### config.mk
export PLATFORM = sky130hd
export DESIGN_NAME = cfs_supervisor
export DESIGN_NICKNAME = d
export VERILOG_FILES = /design/src/hw/cfs_pkg.sv /design/src/hw/cfs_sync.sv /design/src/hw/cfs_supervisor.sv
export SDC_FILE = /design/constraint.sdc
export NUM_CORES = 1
export LEC_CHECK = 0
export ABC_AREA = 1
export BUFFER_PORTS_ARGS = -buffer_cell sky130_fd_sc_hd__buf_2
export CAP_MARGIN = 20
export CORE_MARGIN = 3
export CORE_UTILIZATION = 61
export DETAILED_ROUTE_END_ITERATION = 8
export PLACE_DENSITY = 0.87
export SKIP_CTS_REPAIR_TIMING = 1
export SYNTH_ARGS = -nofsm -noshare
export SYNTH_HDL_FRONTEND = slang
export SYNTH_SLANG_ARGS = --single-unit
### constraint.sdc
create_clock -name clk_in -period 6.6 [get_ports clk_in]
set_clock_uncertainty 0.2 [all_clocks]
set_input_delay 0.99 -clock clk_in [delete_from_list [all_inputs] [get_ports clk_in]]
set_output_delay 0.99 -clock clk_in [all_outputs]
set_load 0.005 [all_outputs]
### src/hw/cfs_pkg.sv
// shared constants and types for the converter fault supervisor
package cfs_pkg;

  // clock and timing
  localparam int unsigned CLK_FREQ_HZ   = 40_000_000;
  localparam int unsigned MS_PER_S      = 1000;
  localparam int unsigned CYCLES_PER_MS = CLK_FREQ_HZ / MS_PER_S;
  localparam logic [1:0]  OC_TRIP_COUNT = 2'h3;
  localparam logic [2:0]  HICCUP_IVLS   = 3'h7;

  // bus geometry
  localparam int unsigned DW = 32;
  localparam int unsigned AW = 4;
  localparam int unsigned TW = 12;
  localparam int unsigned NF = 10;

  // register word offsets
  localparam logic [AW-1:0] REG_CTRL   = 4'h0;
  localparam logic [AW-1:0] REG_OVF    = 4'h1;
  localparam logic [AW-1:0] REG_UVF    = 4'h2;
  localparam logic [AW-1:0] REG_OVW    = 4'h3;
  localparam logic [AW-1:0] REG_UVW    = 4'h4;
  localparam logic [AW-1:0] REG_RESP   = 4'h5;
  localparam logic [AW-1:0] REG_TIMING = 4'h6;
  localparam logic [AW-1:0] REG_STATUS = 4'h7;
  localparam logic [AW-1:0] REG_MASK   = 4'h8;
  localparam logic [AW-1:0] REG_STATE  = 4'h9;

  // field positions
  localparam int unsigned CTRL_SCALE_LSB = 0;
  localparam int unsigned CTRL_HOLD_BIT  = 2;
  localparam int unsigned RESP_OV_LSB    = 0;
  localparam int unsigned RESP_UV_LSB    = 2;
  localparam int unsigned RESP_TON_LSB   = 4;
  localparam int unsigned RESP_OC_LSB    = 6;
  localparam int unsigned RESP_OT_LSB    = 8;
  localparam int unsigned TIM_SS_LSB     = 0;
  localparam int unsigned TIM_TON_LSB    = 8;

  // status bit positions
  localparam int unsigned ST_OVF = 0;
  localparam int unsigned ST_UVF = 1;
  localparam int unsigned ST_TON = 2;
  localparam int unsigned ST_OCF = 3;
  localparam int unsigned ST_OTF = 4;
  localparam int unsigned ST_DIE = 5;
  localparam int unsigned ST_OVW = 6;
  localparam int unsigned ST_UVW = 7;
  localparam int unsigned ST_OCW = 8;
  localparam int unsigned ST_OTW = 9;

  // reset values
  localparam logic [2:0]    RST_CTRL   = 3'h0;
  localparam logic [TW-1:0] RST_OVF    = 12'hc00;
  localparam logic [TW-1:0] RST_UVF    = 12'h600;
  localparam logic [TW-1:0] RST_OVW    = 12'hb00;
  localparam logic [TW-1:0] RST_UVW    = 12'h700;
  localparam logic [9:0]    RST_RESP   = 10'h155;
  localparam logic [15:0]   RST_TIMING = 16'h0a03;
  localparam logic [NF-1:0] RST_MASK   = 10'h000;
  localparam logic [TW-1:0] PG_HYST    = 12'h008;

  typedef enum logic [1:0] {
    CFS_LATCH   = 2'h0,
    CFS_RESTART = 2'h1,
    CFS_IGNORE  = 2'h2
  } cfs_resp_t;

  // gray along off, start, run, discharge, hiccup
  typedef enum logic [2:0] {
    CFS_OFF    = 3'h0,
    CFS_START  = 3'h1,
    CFS_RUN    = 3'h3,
    CFS_DISCH  = 3'h2,
    CFS_HICCUP = 3'h6,
    CFS_COOL   = 3'h7,
    CFS_SHUT   = 3'h5
  } cfs_state_t;

endpackage

### src/hw/cfs_sync.sv
// two flip-flop synchroniser bank for pin inputs
`timescale 1ns/1ps
module cfs_sync #(
  parameter int unsigned W = 1
) (
  input  wire logic         clk_in,
  input  wire logic         rst_in,
  input  wire logic [W-1:0] async_in,
  output logic      [W-1:0] sync_out
);
  typedef struct packed {
    logic [W-1:0] meta;
    logic [W-1:0] stable;
  } cfs_sync_t;

  cfs_sync_t s;
  cfs_sync_t next_s;

  // first stage feeds only the second
  always_comb begin
    next_s        = s;
    next_s.meta   = async_in;
    next_s.stable = s.meta;
  end

  always_ff @(posedge clk_in or posedge rst_in) begin
    if (rst_in) begin
      s <= '0;
    end else begin
      s <= next_s;
    end
  end

  assign sync_out = s.stable;
endmodule

### src/hw/cfs_supervisor.sv
// fault supervisor: limits, responses, power good, register slave
//
// Summary of operation
// - overvoltage and undervoltage judged against host-programmed thresholds
// - overvoltage fault stops switching and turns the low-side switch on
// - overvoltage flags status, alerts unless masked, then latches or restarts
// - overvoltage watch runs once the bias regulator is good, before soft-start
// - overvoltage set to ignore keeps modulation and regulation running
// - undervoltage after soft-start turns both off, then waits or hiccups
// - undervoltage fault flags status and alerts unless masked
// - undervoltage set to ignore keeps operating without interruption
// - startup time limit in ms delays undervoltage judging during startup
// - power good released while output stays inside the warning window
// - power good hysteresis doubles at loop scale 1 and quadruples at scale 2 and 3
// - power good pulled low whenever any fault is present, except an ignored external temperature or overcurrent fault
// - temperature fault with restart: both off until cooled, then resume
// - ignored external temperature or overcurrent fault keeps modulation and power good
// - overcurrent trips after 3 cycles; restart waits 7 soft-start intervals
// - temperature and overcurrent warnings alert and pull power good low only
// - junction overtemperature always shuts off and restarts once cooled
// - hold select keeps low side latched on or only down to undervoltage limit
// - undervoltage or startup-time restart waits 7 soft-start intervals
//
// Implementation choices: the register addresses and the Avalon-MM register port.
`timescale 1ns/1ps
module cfs_supervisor
  import cfs_pkg::*;
#(
  parameter int unsigned MS_TICK_CYCLES = CYCLES_PER_MS
) (
  input  wire logic          clk_in,
  input  wire logic          rst_in,
  input  wire logic [AW-1:0] avs_address_in,
  input  wire logic          avs_read_in,
  input  wire logic          avs_write_in,
  input  wire logic [DW-1:0] avs_writedata_in,
  output logic      [DW-1:0] avs_readdata_out,
  output logic               avs_waitrequest_out,
  input  wire logic [TW-1:0] output_sense_pin_in,
  input  wire logic          internal_bias_regulator_ok_in,
  input  wire logic          enable_input_pin_in,
  input  wire logic          ext_temp_fault_in,
  input  wire logic          ext_temp_warn_in,
  input  wire logic          ext_temp_cooled_in,
  input  wire logic          die_overtemp_in,
  input  wire logic          oc_event_in,
  input  wire logic          oc_warn_in,
  input  wire logic          pwm_cycle_in,
  input  wire logic          power_good_pin_in,
  output logic               modulation_enable_out,
  output logic               low_side_force_out,
  output logic               soft_start_out,
  output logic               power_good_out,
  output logic               power_good_oe_out,
  output logic               alert_out
);

  localparam logic [15:0] TICK_LAST = 16'(MS_TICK_CYCLES - 1);

  typedef struct packed {
    cfs_state_t    st;
    logic [15:0]   tick;
    logic [7:0]    ms;
    logic [2:0]    ivl;
    logic [1:0]    occ;
    logic          pwm_prev;
    logic          cool_ext;
    logic          pg_win;
    logic [2:0]    ctrl;
    logic [TW-1:0] ovf;
    logic [TW-1:0] uvf;
    logic [TW-1:0] ovw;
    logic [TW-1:0] uvw;
    logic [9:0]    resp;
    logic [15:0]   timing;
    logic [NF-1:0] status;
    logic [NF-1:0] mask;
    logic          waitrq;
    logic [DW-1:0] rdata;
    logic          mod_en;
    logic          ls_force;
    logic          ss_run;
    logic          pg_pull;
    logic          alert;
  } cfs_sup_t;

  cfs_sup_t s;
  cfs_sup_t next_s;
  logic [9:0] pins;

  // response code of one fault class
  function automatic cfs_resp_t resp_of(input logic [9:0] r,
                                        input int unsigned lsb);
    resp_of = (r[lsb +: 2] == 2'h0) ? CFS_LATCH :
              (r[lsb +: 2] == 2'h1) ? CFS_RESTART : CFS_IGNORE;
  endfunction

  // interval in ms, never shorter than one
  function automatic logic [7:0] at_least_one(input logic [7:0] v);
    at_least_one = (v == 8'h00) ? 8'h01 : v;
  endfunction

  // pins from analog and other clocks
  cfs_sync #(.W(10)) u_sync (
    .clk_in   (clk_in),
    .rst_in   (rst_in),
    .async_in ({power_good_pin_in, pwm_cycle_in, oc_warn_in, oc_event_in,
                die_overtemp_in, ext_temp_cooled_in, ext_temp_warn_in,
                ext_temp_fault_in, enable_input_pin_in,
                internal_bias_regulator_ok_in}),
    .sync_out (pins)
  );

  ////////////////////////////////////////////////////////////////////////////
  always_comb begin
    logic          bias_ok;
    logic          en;
    logic          pwm_edge;
    logic          ov_now;
    logic          uv_now;
    logic          oc_trip;
    logic          ms_tick;
    logic          ss_done;
    logic          ivl_end;
    logic          acc_wr;
    logic          flt_live;
    logic [7:0]    ss_len;
    logic [7:0]    ton_len;
    logic [TW-1:0] hyst;
    logic [NF-1:0] ev;
    logic [NF-1:0] clr;
    cfs_resp_t     r_ov;
    cfs_resp_t     r_uv;
    cfs_resp_t     r_ton;
    cfs_resp_t     r_oc;
    cfs_resp_t     r_ot;
    next_s   = s;
    bias_ok  = pins[0];
    en       = pins[1];
    pwm_edge = pins[8] && !s.pwm_prev;
    ov_now   = bias_ok && (output_sense_pin_in > s.ovf);
    uv_now   = output_sense_pin_in < s.uvf;
    r_ov     = resp_of(s.resp, RESP_OV_LSB);
    r_uv     = resp_of(s.resp, RESP_UV_LSB);
    r_ton    = resp_of(s.resp, RESP_TON_LSB);
    r_oc     = resp_of(s.resp, RESP_OC_LSB);
    r_ot     = resp_of(s.resp, RESP_OT_LSB);
    ss_len   = at_least_one(s.timing[TIM_SS_LSB +: 8]);
    ton_len  = at_least_one(s.timing[TIM_TON_LSB +: 8]);
    ms_tick  = (s.tick == TICK_LAST);
    ss_done  = (s.ms >= ss_len);
    ivl_end  = ms_tick && (s.ms + 8'h01 >= ss_len);
    ev       = '0;

    // millisecond base and per-state ms counter
    next_s.tick     = ms_tick ? 16'h0000 : s.tick + 16'h0001;
    next_s.pwm_prev = pins[8];
    if (ms_tick && s.ms != 8'hff) begin
      next_s.ms = s.ms + 8'h01;
    end

    // consecutive overcurrent cycles, cleared by a clean cycle
    if (pwm_edge) begin
      if (!pins[6]) begin
        next_s.occ = 2'h0;
      end else if (s.occ != OC_TRIP_COUNT) begin
        next_s.occ = s.occ + 2'h1;
      end
    end
    oc_trip = (s.occ == OC_TRIP_COUNT);

    // default gate drive follows the state
    next_s.mod_en   = 1'b0;
    next_s.ls_force = 1'b0;
    next_s.ss_run   = 1'b0;

    case (s.st)
      CFS_OFF: begin
        if (bias_ok && en) begin
          next_s.st = CFS_START;
          next_s.ms = 8'h00;
        end
      end
      CFS_START: begin
        next_s.mod_en = 1'b1;
        next_s.ss_run = !ss_done;
        // undervoltage judged only once the startup limit runs out
        if (ss_done && !uv_now) begin
          next_s.st = CFS_RUN;
        end else if (ss_done && s.ms >= ton_len && uv_now) begin
          ev[ST_TON] = 1'b1;
          if (r_ton == CFS_LATCH) begin
            next_s.st = CFS_SHUT;
          end else if (r_ton == CFS_RESTART) begin
            next_s.st = CFS_HICCUP;
          end else begin
            next_s.st = CFS_RUN;
          end
          next_s.ms  = 8'h00;
          next_s.ivl = 3'h0;
        end
      end
      CFS_RUN: begin
        next_s.mod_en = 1'b1;
        if (uv_now) begin
          ev[ST_UVF] = 1'b1;
          next_s.ms  = 8'h00;
          next_s.ivl = 3'h0;
          if (r_uv == CFS_LATCH) begin
            next_s.st = CFS_SHUT;
          end else if (r_uv == CFS_RESTART) begin
            next_s.st = CFS_HICCUP;
          end
          // ignore leaves modulation running
        end
      end
      CFS_DISCH: begin
        next_s.ls_force = 1'b1;
        if (!s.ctrl[CTRL_HOLD_BIT] && uv_now) begin
          next_s.ls_force = 1'b0;
          next_s.st  = (r_ov == CFS_RESTART) ? CFS_HICCUP : CFS_SHUT;
          next_s.ms  = 8'h00;
          next_s.ivl = 3'h0;
        end else if (s.ctrl[CTRL_HOLD_BIT] && r_ov == CFS_RESTART) begin
          // low side stays on through the hiccup wait
          if (ivl_end) begin
            next_s.ms  = 8'h00;
            next_s.ivl = s.ivl + 3'h1;
            if (s.ivl + 3'h1 == HICCUP_IVLS) begin
              next_s.st = CFS_START;
            end
          end
        end
      end
      CFS_HICCUP: begin
        // both off for seven soft-start intervals
        if (ivl_end) begin
          next_s.ms  = 8'h00;
          next_s.ivl = s.ivl + 3'h1;
          if (s.ivl + 3'h1 == HICCUP_IVLS) begin
            next_s.st = CFS_START;
          end
        end
      end
      CFS_COOL: begin
        if (s.cool_ext ? pins[4] : !pins[5]) begin
          next_s.st = CFS_START;
          next_s.ms = 8'h00;
        end
      end
      CFS_SHUT: begin
        next_s.st = CFS_SHUT; // only enable low, bias loss, overvoltage, die overtemperature or reset releases it
      end
      default: begin
        next_s.st = CFS_OFF;
      end
    endcase

    // faults that override the state, most severe last; overcurrent acts in start and run, temperature outside off, shut and cool
    if (s.st != CFS_OFF && s.st != CFS_SHUT && s.st != CFS_COOL) begin
      if ((s.st == CFS_START || s.st == CFS_RUN) && oc_trip) begin
        ev[ST_OCF] = 1'b1;
        if (r_oc != CFS_IGNORE) begin
          next_s.st     = (r_oc == CFS_LATCH) ? CFS_SHUT : CFS_HICCUP;
          next_s.mod_en = 1'b0;
          next_s.ms     = 8'h00;
          next_s.ivl    = 3'h0;
          next_s.occ    = 2'h0;
        end
      end
      if (pins[2]) begin
        ev[ST_OTF] = 1'b1;
        if (r_ot != CFS_IGNORE) begin
          next_s.st       = (r_ot == CFS_LATCH) ? CFS_SHUT : CFS_COOL;
          next_s.cool_ext = 1'b1;
          next_s.mod_en   = 1'b0;
          next_s.ls_force = 1'b0;
        end
      end
    end
    if (ov_now) begin
      ev[ST_OVF] = 1'b1;
      if (r_ov != CFS_IGNORE && s.st != CFS_DISCH) begin
        next_s.st       = CFS_DISCH;
        next_s.mod_en   = 1'b0;
        next_s.ls_force = 1'b1;
        next_s.ms       = 8'h00;
        next_s.ivl      = 3'h0;
      end
    end
    if (pins[5] && bias_ok) begin
      ev[ST_DIE]      = 1'b1;
      next_s.st       = CFS_COOL;
      next_s.cool_ext = 1'b0;
      next_s.mod_en   = 1'b0;
      next_s.ls_force = 1'b0;
    end
    if (!bias_ok || !en) begin
      next_s.st       = CFS_OFF;
      next_s.mod_en   = 1'b0;
      next_s.ls_force = 1'b0;
      next_s.ss_run   = 1'b0;
    end
    if (!next_s.mod_en) begin
      next_s.ss_run = 1'b0;
    end

    // warnings flag and pull power good, modulation keeps the switches
    ev[ST_OVW] = (s.st == CFS_RUN) && output_sense_pin_in >= s.ovw;
    ev[ST_UVW] = (s.st == CFS_RUN) && output_sense_pin_in <= s.uvw;
    ev[ST_OCW] = pins[7];
    ev[ST_OTW] = pins[3];

    // power good window, hysteresis widens as loop scale grows
    case (s.ctrl[CTRL_SCALE_LSB +: 2])
      2'h0:    hyst = PG_HYST;
      2'h1:    hyst = PG_HYST << 1;
      default: hyst = PG_HYST << 2;
    endcase
    if (s.pg_win) begin
      next_s.pg_win = !(output_sense_pin_in >= s.ovw ||
                        output_sense_pin_in <= s.uvw);
    end else begin
      next_s.pg_win = (output_sense_pin_in < s.ovw - hyst) &&
                      (output_sense_pin_in > s.uvw + hyst);
    end
    flt_live = ov_now || uv_now || pins[5] || pins[7] || pins[3]
             || (pins[2] && r_ot != CFS_IGNORE)
             || (oc_trip && r_oc != CFS_IGNORE);
    next_s.pg_pull = !(next_s.st == CFS_RUN && s.st == CFS_RUN &&
                       s.pg_win && !flt_live);

    // register slave: one wait cycle, then the access completes
    acc_wr = avs_write_in && !s.waitrq;
    clr    = '0;
    if (acc_wr) begin
      case (avs_address_in)
        REG_CTRL:   next_s.ctrl   = avs_writedata_in[2:0];
        REG_OVF:    next_s.ovf    = avs_writedata_in[TW-1:0];
        REG_UVF:    next_s.uvf    = avs_writedata_in[TW-1:0];
        REG_OVW:    next_s.ovw    = avs_writedata_in[TW-1:0];
        REG_UVW:    next_s.uvw    = avs_writedata_in[TW-1:0];
        REG_RESP:   next_s.resp   = avs_writedata_in[9:0];
        REG_TIMING: next_s.timing = avs_writedata_in[15:0];
        REG_STATUS: clr           = avs_writedata_in[NF-1:0];
        REG_MASK:   next_s.mask   = avs_writedata_in[NF-1:0];
        default:    next_s.mask   = s.mask;
      endcase
    end
    next_s.status = (s.status & ~clr) | ev; // set wins over clear
    next_s.alert  = |(next_s.status & ~s.mask);
    next_s.waitrq = 1'b1;
    if ((avs_read_in || avs_write_in) && s.waitrq) begin
      next_s.waitrq = 1'b0;
      case (avs_address_in)
        REG_CTRL:   next_s.rdata = DW'(s.ctrl);
        REG_OVF:    next_s.rdata = DW'(s.ovf);
        REG_UVF:    next_s.rdata = DW'(s.uvf);
        REG_OVW:    next_s.rdata = DW'(s.ovw);
        REG_UVW:    next_s.rdata = DW'(s.uvw);
        REG_RESP:   next_s.rdata = DW'(s.resp);
        REG_TIMING: next_s.rdata = DW'(s.timing);
        REG_STATUS: next_s.rdata = DW'(s.status);
        REG_MASK:   next_s.rdata = DW'(s.mask);
        REG_STATE:  next_s.rdata = {8'h00, output_sense_pin_in, 3'h0,
                                    pins[9], s.pg_pull, s.alert,
                                    s.ivl, s.st};
        default:    next_s.rdata = '0;
      endcase
    end
  end

  ////////////////////////////////////////////////////////////////////////////
  // single state register
  always_ff @(posedge clk_in or posedge rst_in) begin
    if (rst_in) begin
      s        <= '0;
      s.st     <= CFS_OFF;
      s.ctrl   <= RST_CTRL;
      s.ovf    <= RST_OVF;
      s.uvf    <= RST_UVF;
      s.ovw    <= RST_OVW;
      s.uvw    <= RST_UVW;
      s.resp   <= RST_RESP;
      s.timing <= RST_TIMING;
      s.mask   <= RST_MASK;
      s.waitrq <= 1'b1;
      s.pg_pull <= 1'b1;
    end else begin
      s <= next_s;
    end
  end

  // outputs straight from flops; power good is open drain, low when driven
  assign avs_readdata_out      = s.rdata;
  assign avs_waitrequest_out   = s.waitrq;
  assign modulation_enable_out = s.mod_en;
  assign low_side_force_out    = s.ls_force;
  assign soft_start_out        = s.ss_run;
  assign power_good_out        = s.rdata[DW-1] & 1'b0;
  assign power_good_oe_out     = s.pg_pull;
  assign alert_out             = s.alert;
endmodule

# Word level (Yosys, flattened, before mapping)
# Index checks and enable logic that the tools add are counted.
dict set report op_classes {
  n_addsub 6
  magnitude_cmp 9
  n_eq_ne 36
  mux 93
  bitwise 5
  n_reduce_logical 75
}
# op n
set ops {}
lappend ops {{24-bit one-hot mux with 10 select lines} 1}
lappend ops {{11-bit 2-to-1 mux} 8}
lappend ops {{3-bit 2-to-1 mux} 23}
lappend ops {{8-bit one-hot mux with 6 select lines} 1}
lappend ops {{2-bit 2-to-1 mux} 23}
lappend ops {{8-bit 2-to-1 mux} 5}
lappend ops {{13-bit 2-to-1 mux} 3}
lappend ops {{33-bit 2-to-1 mux} 1}
lappend ops {{1-bit logical AND} 25}
lappend ops {{8-bit greater-or-equal comparator} 3}
lappend ops {{12-bit > comparator} 2}
lappend ops {{12-bit less-than comparator} 2}
lappend ops {{1-bit 2-to-1 mux} 22}
lappend ops {{3-bit one-hot mux with 7 select lines} 1}
lappend ops {{10-bit AND} 2}
lappend ops {{2-bit logical NOT} 10}
lappend ops {{10-bit 2-to-1 mux} 2}
lappend ops {{10-bit inverter} 2}
lappend ops {{2-bit by 1-bit equality test with 1-bit output, second input constant} 9}
lappend ops {{16-bit by 1-bit adder with 16-bit output, second input constant} 1}
lappend ops {{16-bit equality test, second input constant} 1}
lappend ops {{4-bit by 3-bit equality test with 1-bit output, second input constant} 4}
lappend ops {{8-bit logical NOT} 2}
lappend ops {{16-bit 2-to-1 mux} 1}
lappend ops {{other kinds (31)} 70}
dict set report word_totals {
  regBits 190
  inputBits 62
  out_inout_bits 39
  word_cells 250
}

# Logic depth before layout (Yosys ltp)
dict set report logic_depth {
  depth_word 23
  ltp_mapped 21
  mapped_depth_nobuf 21
}

# Modules after synthesis
# From an unflattened synthesis, not the netlist that was laid out.
dict set report unflattened {
  cells_unflattened 1369
  hier_area_um2 11026.8
}
# module n_inst cells_per_inst area_each_um2 seq_area_each_um2
set by_module_without_submodules {}
lappend by_module_without_submodules {cfs_supervisor 1 1348 10522.6 4080.2}
lappend by_module_without_submodules {cfs_sync 1 21 504.2 500.5}

# Worst setup path after synthesis
# Ideal clock, no wire load.
dict set report synth_path {
  kind {flip-flop to flip-flop}
  start {reg s[133] (netlist name)}
  end {reg s[135] (netlist name)}
  setup_ns 0.128
  t_arrival_ns 2.406
  required_time_ns 6.272
  slack_ns 3.867
  path_stages_with_launch 16
  path_buffers 0
  period_less_slack_ns 2.733
  cell_sequence {dfrtp_1 > nor2_1 > ha_1 > inv_1 > fa_1 > nand2_1 > nand4_1 > nor3_1 > xor2_1 > ha_1 > nand2_1 > nor2_1 > nand3_1 > o2111a_1 > nand4_1 > o31ai_1}
}
# item line_no
set synth_lines {}
lappend synth_lines {{start, declared} cfs_supervisor.sv:87} ;# cfs_sup_t s;
lappend synth_lines {{start signal, assigned} cfs_supervisor.sv:390} ;# s <= next_s;

==> flow_summary.json <==
{
  "synthCells": 1409,
  "io_buffers": 75,
  "synthDistinctLibCells": 52,
  "core_region_area_mm2": 0.0177,
  "clock_path_buffers": 2,
  "dpl_cell_area_mm2": 0.0116,
  "cp.required_ns": 6.77,
  "worstSetupPathType": "reg2reg",
  "p_int_uw": 2150,
  "post-route-drc-count": 0,
  "fmaxAchievable_mhz": 293,
  "p_comb_share_pct": 28.4,
  "clkPwrFrac_pct": 30.1,
  "antenna_found_initial": 0,
  "die-area_mm2": 0.0200,
  "die_h_um": 142,
  "cts_sinks": 182,
  "maxSlewHeadroom_pct": 40.0,
  "cts_tree": "built",
  "synthFlopType": "dfrtp_1",
  "drtIter0Drc": 1145,
  "hpwl_mm": 22.9,
  "finalCriticalPeriod_ns": 3.41,
  "outcome": "finished clean",
  "grt_max_degree": 69,
  "dpl_worst_slack_ns": 3.14,
  "synth_seq_cells": 182,
  "worstSetupEndpointType": "register",
  "root_buffer": "clkbuf_16",
  "synth_warnings": 0,
  "cts_buffers": 17,
  "wl_per_cell_um": 18.3,
  "grt_use_total_pct": 31.7,
  "cp_max_fo": 8,
  "io_pins": 101,
  "nFillCells": 1425,
  "maxSlewViolCount": 0,
  "place_congestion": 0.989,
  "worst_slack_ns": 3.19,
  "num_vias": 9911,
  "crit_path_frequent_cell": "nand2_1",
  "cts.clk_slew.worst_paths_ns": 0.08,
  "pwr-share-seq_pct": 41.4,
  "cts_htree_levels": 4,
  "setup_viol": 0,
  "netlist_area_mm2": 0.0112,
  "floorplan.initialDensity_pct": 63.5,
  "swShare_pct": 37.2,
  "dr.pass1.iters": 6,
  "synth-edff-count": 0,
  "drive_above_1_share_pct": 12.7,
  "dp.cells": 1662,
  "p_sw_uw": 1280,
  "die_x_um": 142,
  "whs_ns": 0.150,
  "cpPeakStageDelay_ns": 0.72,
  "final_area_mm2": 0.0122,
  "cp_cell_sequence": "inv_1 -> nand4_1 -> o41ai_1 -> ha_1 -> nand2_1 -> nor2_1 -> nor2_1 -> nand2_1 -> nand2_1 -> nand2_1 -> nand2_1 -> nor2_4 -> nor3_4 -> nor2_2 -> nand3_2 -> nand2_4 -> nor2_1",
  "hp-class": "reg2reg",
  "setup_tns_ns": 0,
  "rsz0062_at_grt": "false",
  "min_period_over_period_pct": 51.7,
  "worst_slew_pin_slew_ns": 0.897,
  "p_per_area_mw_per_mm2": 281,
  "crit_path_start_kind": "register",
  "clock_latency_ns": 0.44,
  "maxCapViolations": 0,
  "layout_commonest_cell": "nand2_1",
  "finalNetCount": 1621,
  "final_antenna_net_count": 0,
  "final_cells": 1695,
  "grt_overflow": 0,
  "synthArstFlopShare_pct": 100,
  "grt_pass1_wl_mm": 49.8,
  "synth_seq_area_share_pct": 40.9,
  "syn_area_per_cell_um2": 7.95,
  "rows": 48,
  "ir_drop_uv": 191,
  "arrival_ns": 3.58,
  "critical-path-slowest-cell": "o41ai_1",
  "num_antenna_cells": 0,
  "hold_viol": 0,
  "wirelength_mm": 31.0,
  "final_cell_mix": "nand2_1, inv_1, dfrtp_1",
  "syn_to_final_growth_pct": 8.83,
  "vias_per_cell": 5.85,
  "first_global_vias": 9611,
  "p_leak_uw": 0.00619
}
[layout make-up]
type / instances / area [µm²] / area share (%)
multi-input cells: 973 / 5550 / 45.5
clock inverters: 15 / 179 / 1.47
inverters: 204 / 773 / 6.34
clock buffers: 17 / 425 / 3.49
flip-flops and latches: 182 / 4580 / 37.6
well taps: 225 / 282 / 2.31
repair buffers: 79 / 409 / 3.35
[cells in the mapped netlist, types with 6 or more instances]
library cell  instances  share of area (%)
o21ai_0             126                5.6
o22ai_1              17               0.95
a21oi_1              70                3.1
nor2_1               80                2.7
o21ai_1              22               0.98
dfstp_2              21                4.9
nor2_2               15               0.84
a211oi_1              6               0.40
a221oi_1              9               0.70
ha_1                100                 11
nor3_1               12               0.54
clkbuf_1             22               0.74
inv_2                 6               0.20
nor4_1                6               0.34
nand2_1             351                 12
inv_1               196                6.6
nand4_1              14               0.78
dfrtp_1             161                 36
xor2_1               18                1.4
nand3_1              55                2.5
buf_4                33                2.2
[critical path, delay by kind of cell, from the launching register on]
| kind | cells | cell delay [ns] |
|---|---|---|
| adder cells (fa/ha/maj) | 1 | 0.37 |
| AND/OR/NAND/NOR | 14 | 1.42 |
| buffers and inverters | 1 | 0.23 |
| AO/OA/AOI/OAI | 1 | 0.72 |
| flip-flops | 1 | 0.39 |
[per-stage QoR]
stage,utilization [%],power (µW)
floorplan,-,2110
global placement,65.6,2330
detailed placement,65.6,2390
CTS,69.0,3420
global route,69.1,3630
finish,69.1,3430
[registers in the layout, indices dropped and copies added, names as in the netlist]
name                   flops
u_sync.next_s             10
modulation_enable_out      1
low_side_force_out         1
s                        132
alert_out                  1
power_good_oe_out          1
avs_waitrequest_out        1
u_sync.sync_out           10
avs_readdata_out          24
soft_start_out             1
[routing by layer]
metal  vias to the layer above  global-route usage, %  wire length, µm
li1                       4668                      -                -
met1                      4655                   41.3            12100
met2                       487                   52.3            14800
met3                       101                   5.09             2690
met4                         0                   14.4             1460
met5                         -                      0                0
[path summary, 6_finish.rpt]
| check | startpoint | end | slack (ns) | cells past startpoint |
|---|---|---|---|---|
| setup / recovery | s[60] | s[144] | 3.19 | 17 |
| hold / removal | u_sync.next_s[1] | u_sync.sync_out[1] | 0.15 | 0 |
| setup reg to reg | s[60] | s[144] | 3.19 | 17 |
| hold reg to reg | u_sync.next_s[1] | u_sync.sync_out[1] | 0.15 | 0 |
| max in group asynchronous | rst_in | s[120] | 4.51 | 3 |
| min in group asynchronous | rst_in | s[160] | 0.38 | 2 |
[cells by family (layout without fill, tap and decap cells)]
kind of cell             count (synthesis)  count (layout)  share of synthesized area, %
AO/OA/AOI/OAI                          279             279                          14.1
other                                    1               9                        0.0335
adder cells (fa/ha/maj)                102             102                          11.5
XOR/XNOR                                22              22                          1.72
AND/OR/NAND/NOR                        561             561                          21.9
flip-flops                             182             182                          40.9
buffers and inverters                  262             315                          9.93
[power groups by stage]
stage | combinational (µW) | sequential, µW | clock [µW]
2_1_floorplan | 717 | 1390 | 0
3_3_place_gp | 902 | 1430 | 0
3_5_place_dp | 953 | 1430 | 0
4_1_cts | 964 | 1410 | 1040
5_1_grt | 1120 | 1440 | 1080
6_report | 975 | 1420 | 1030
(Power assumes the default switching activity.)
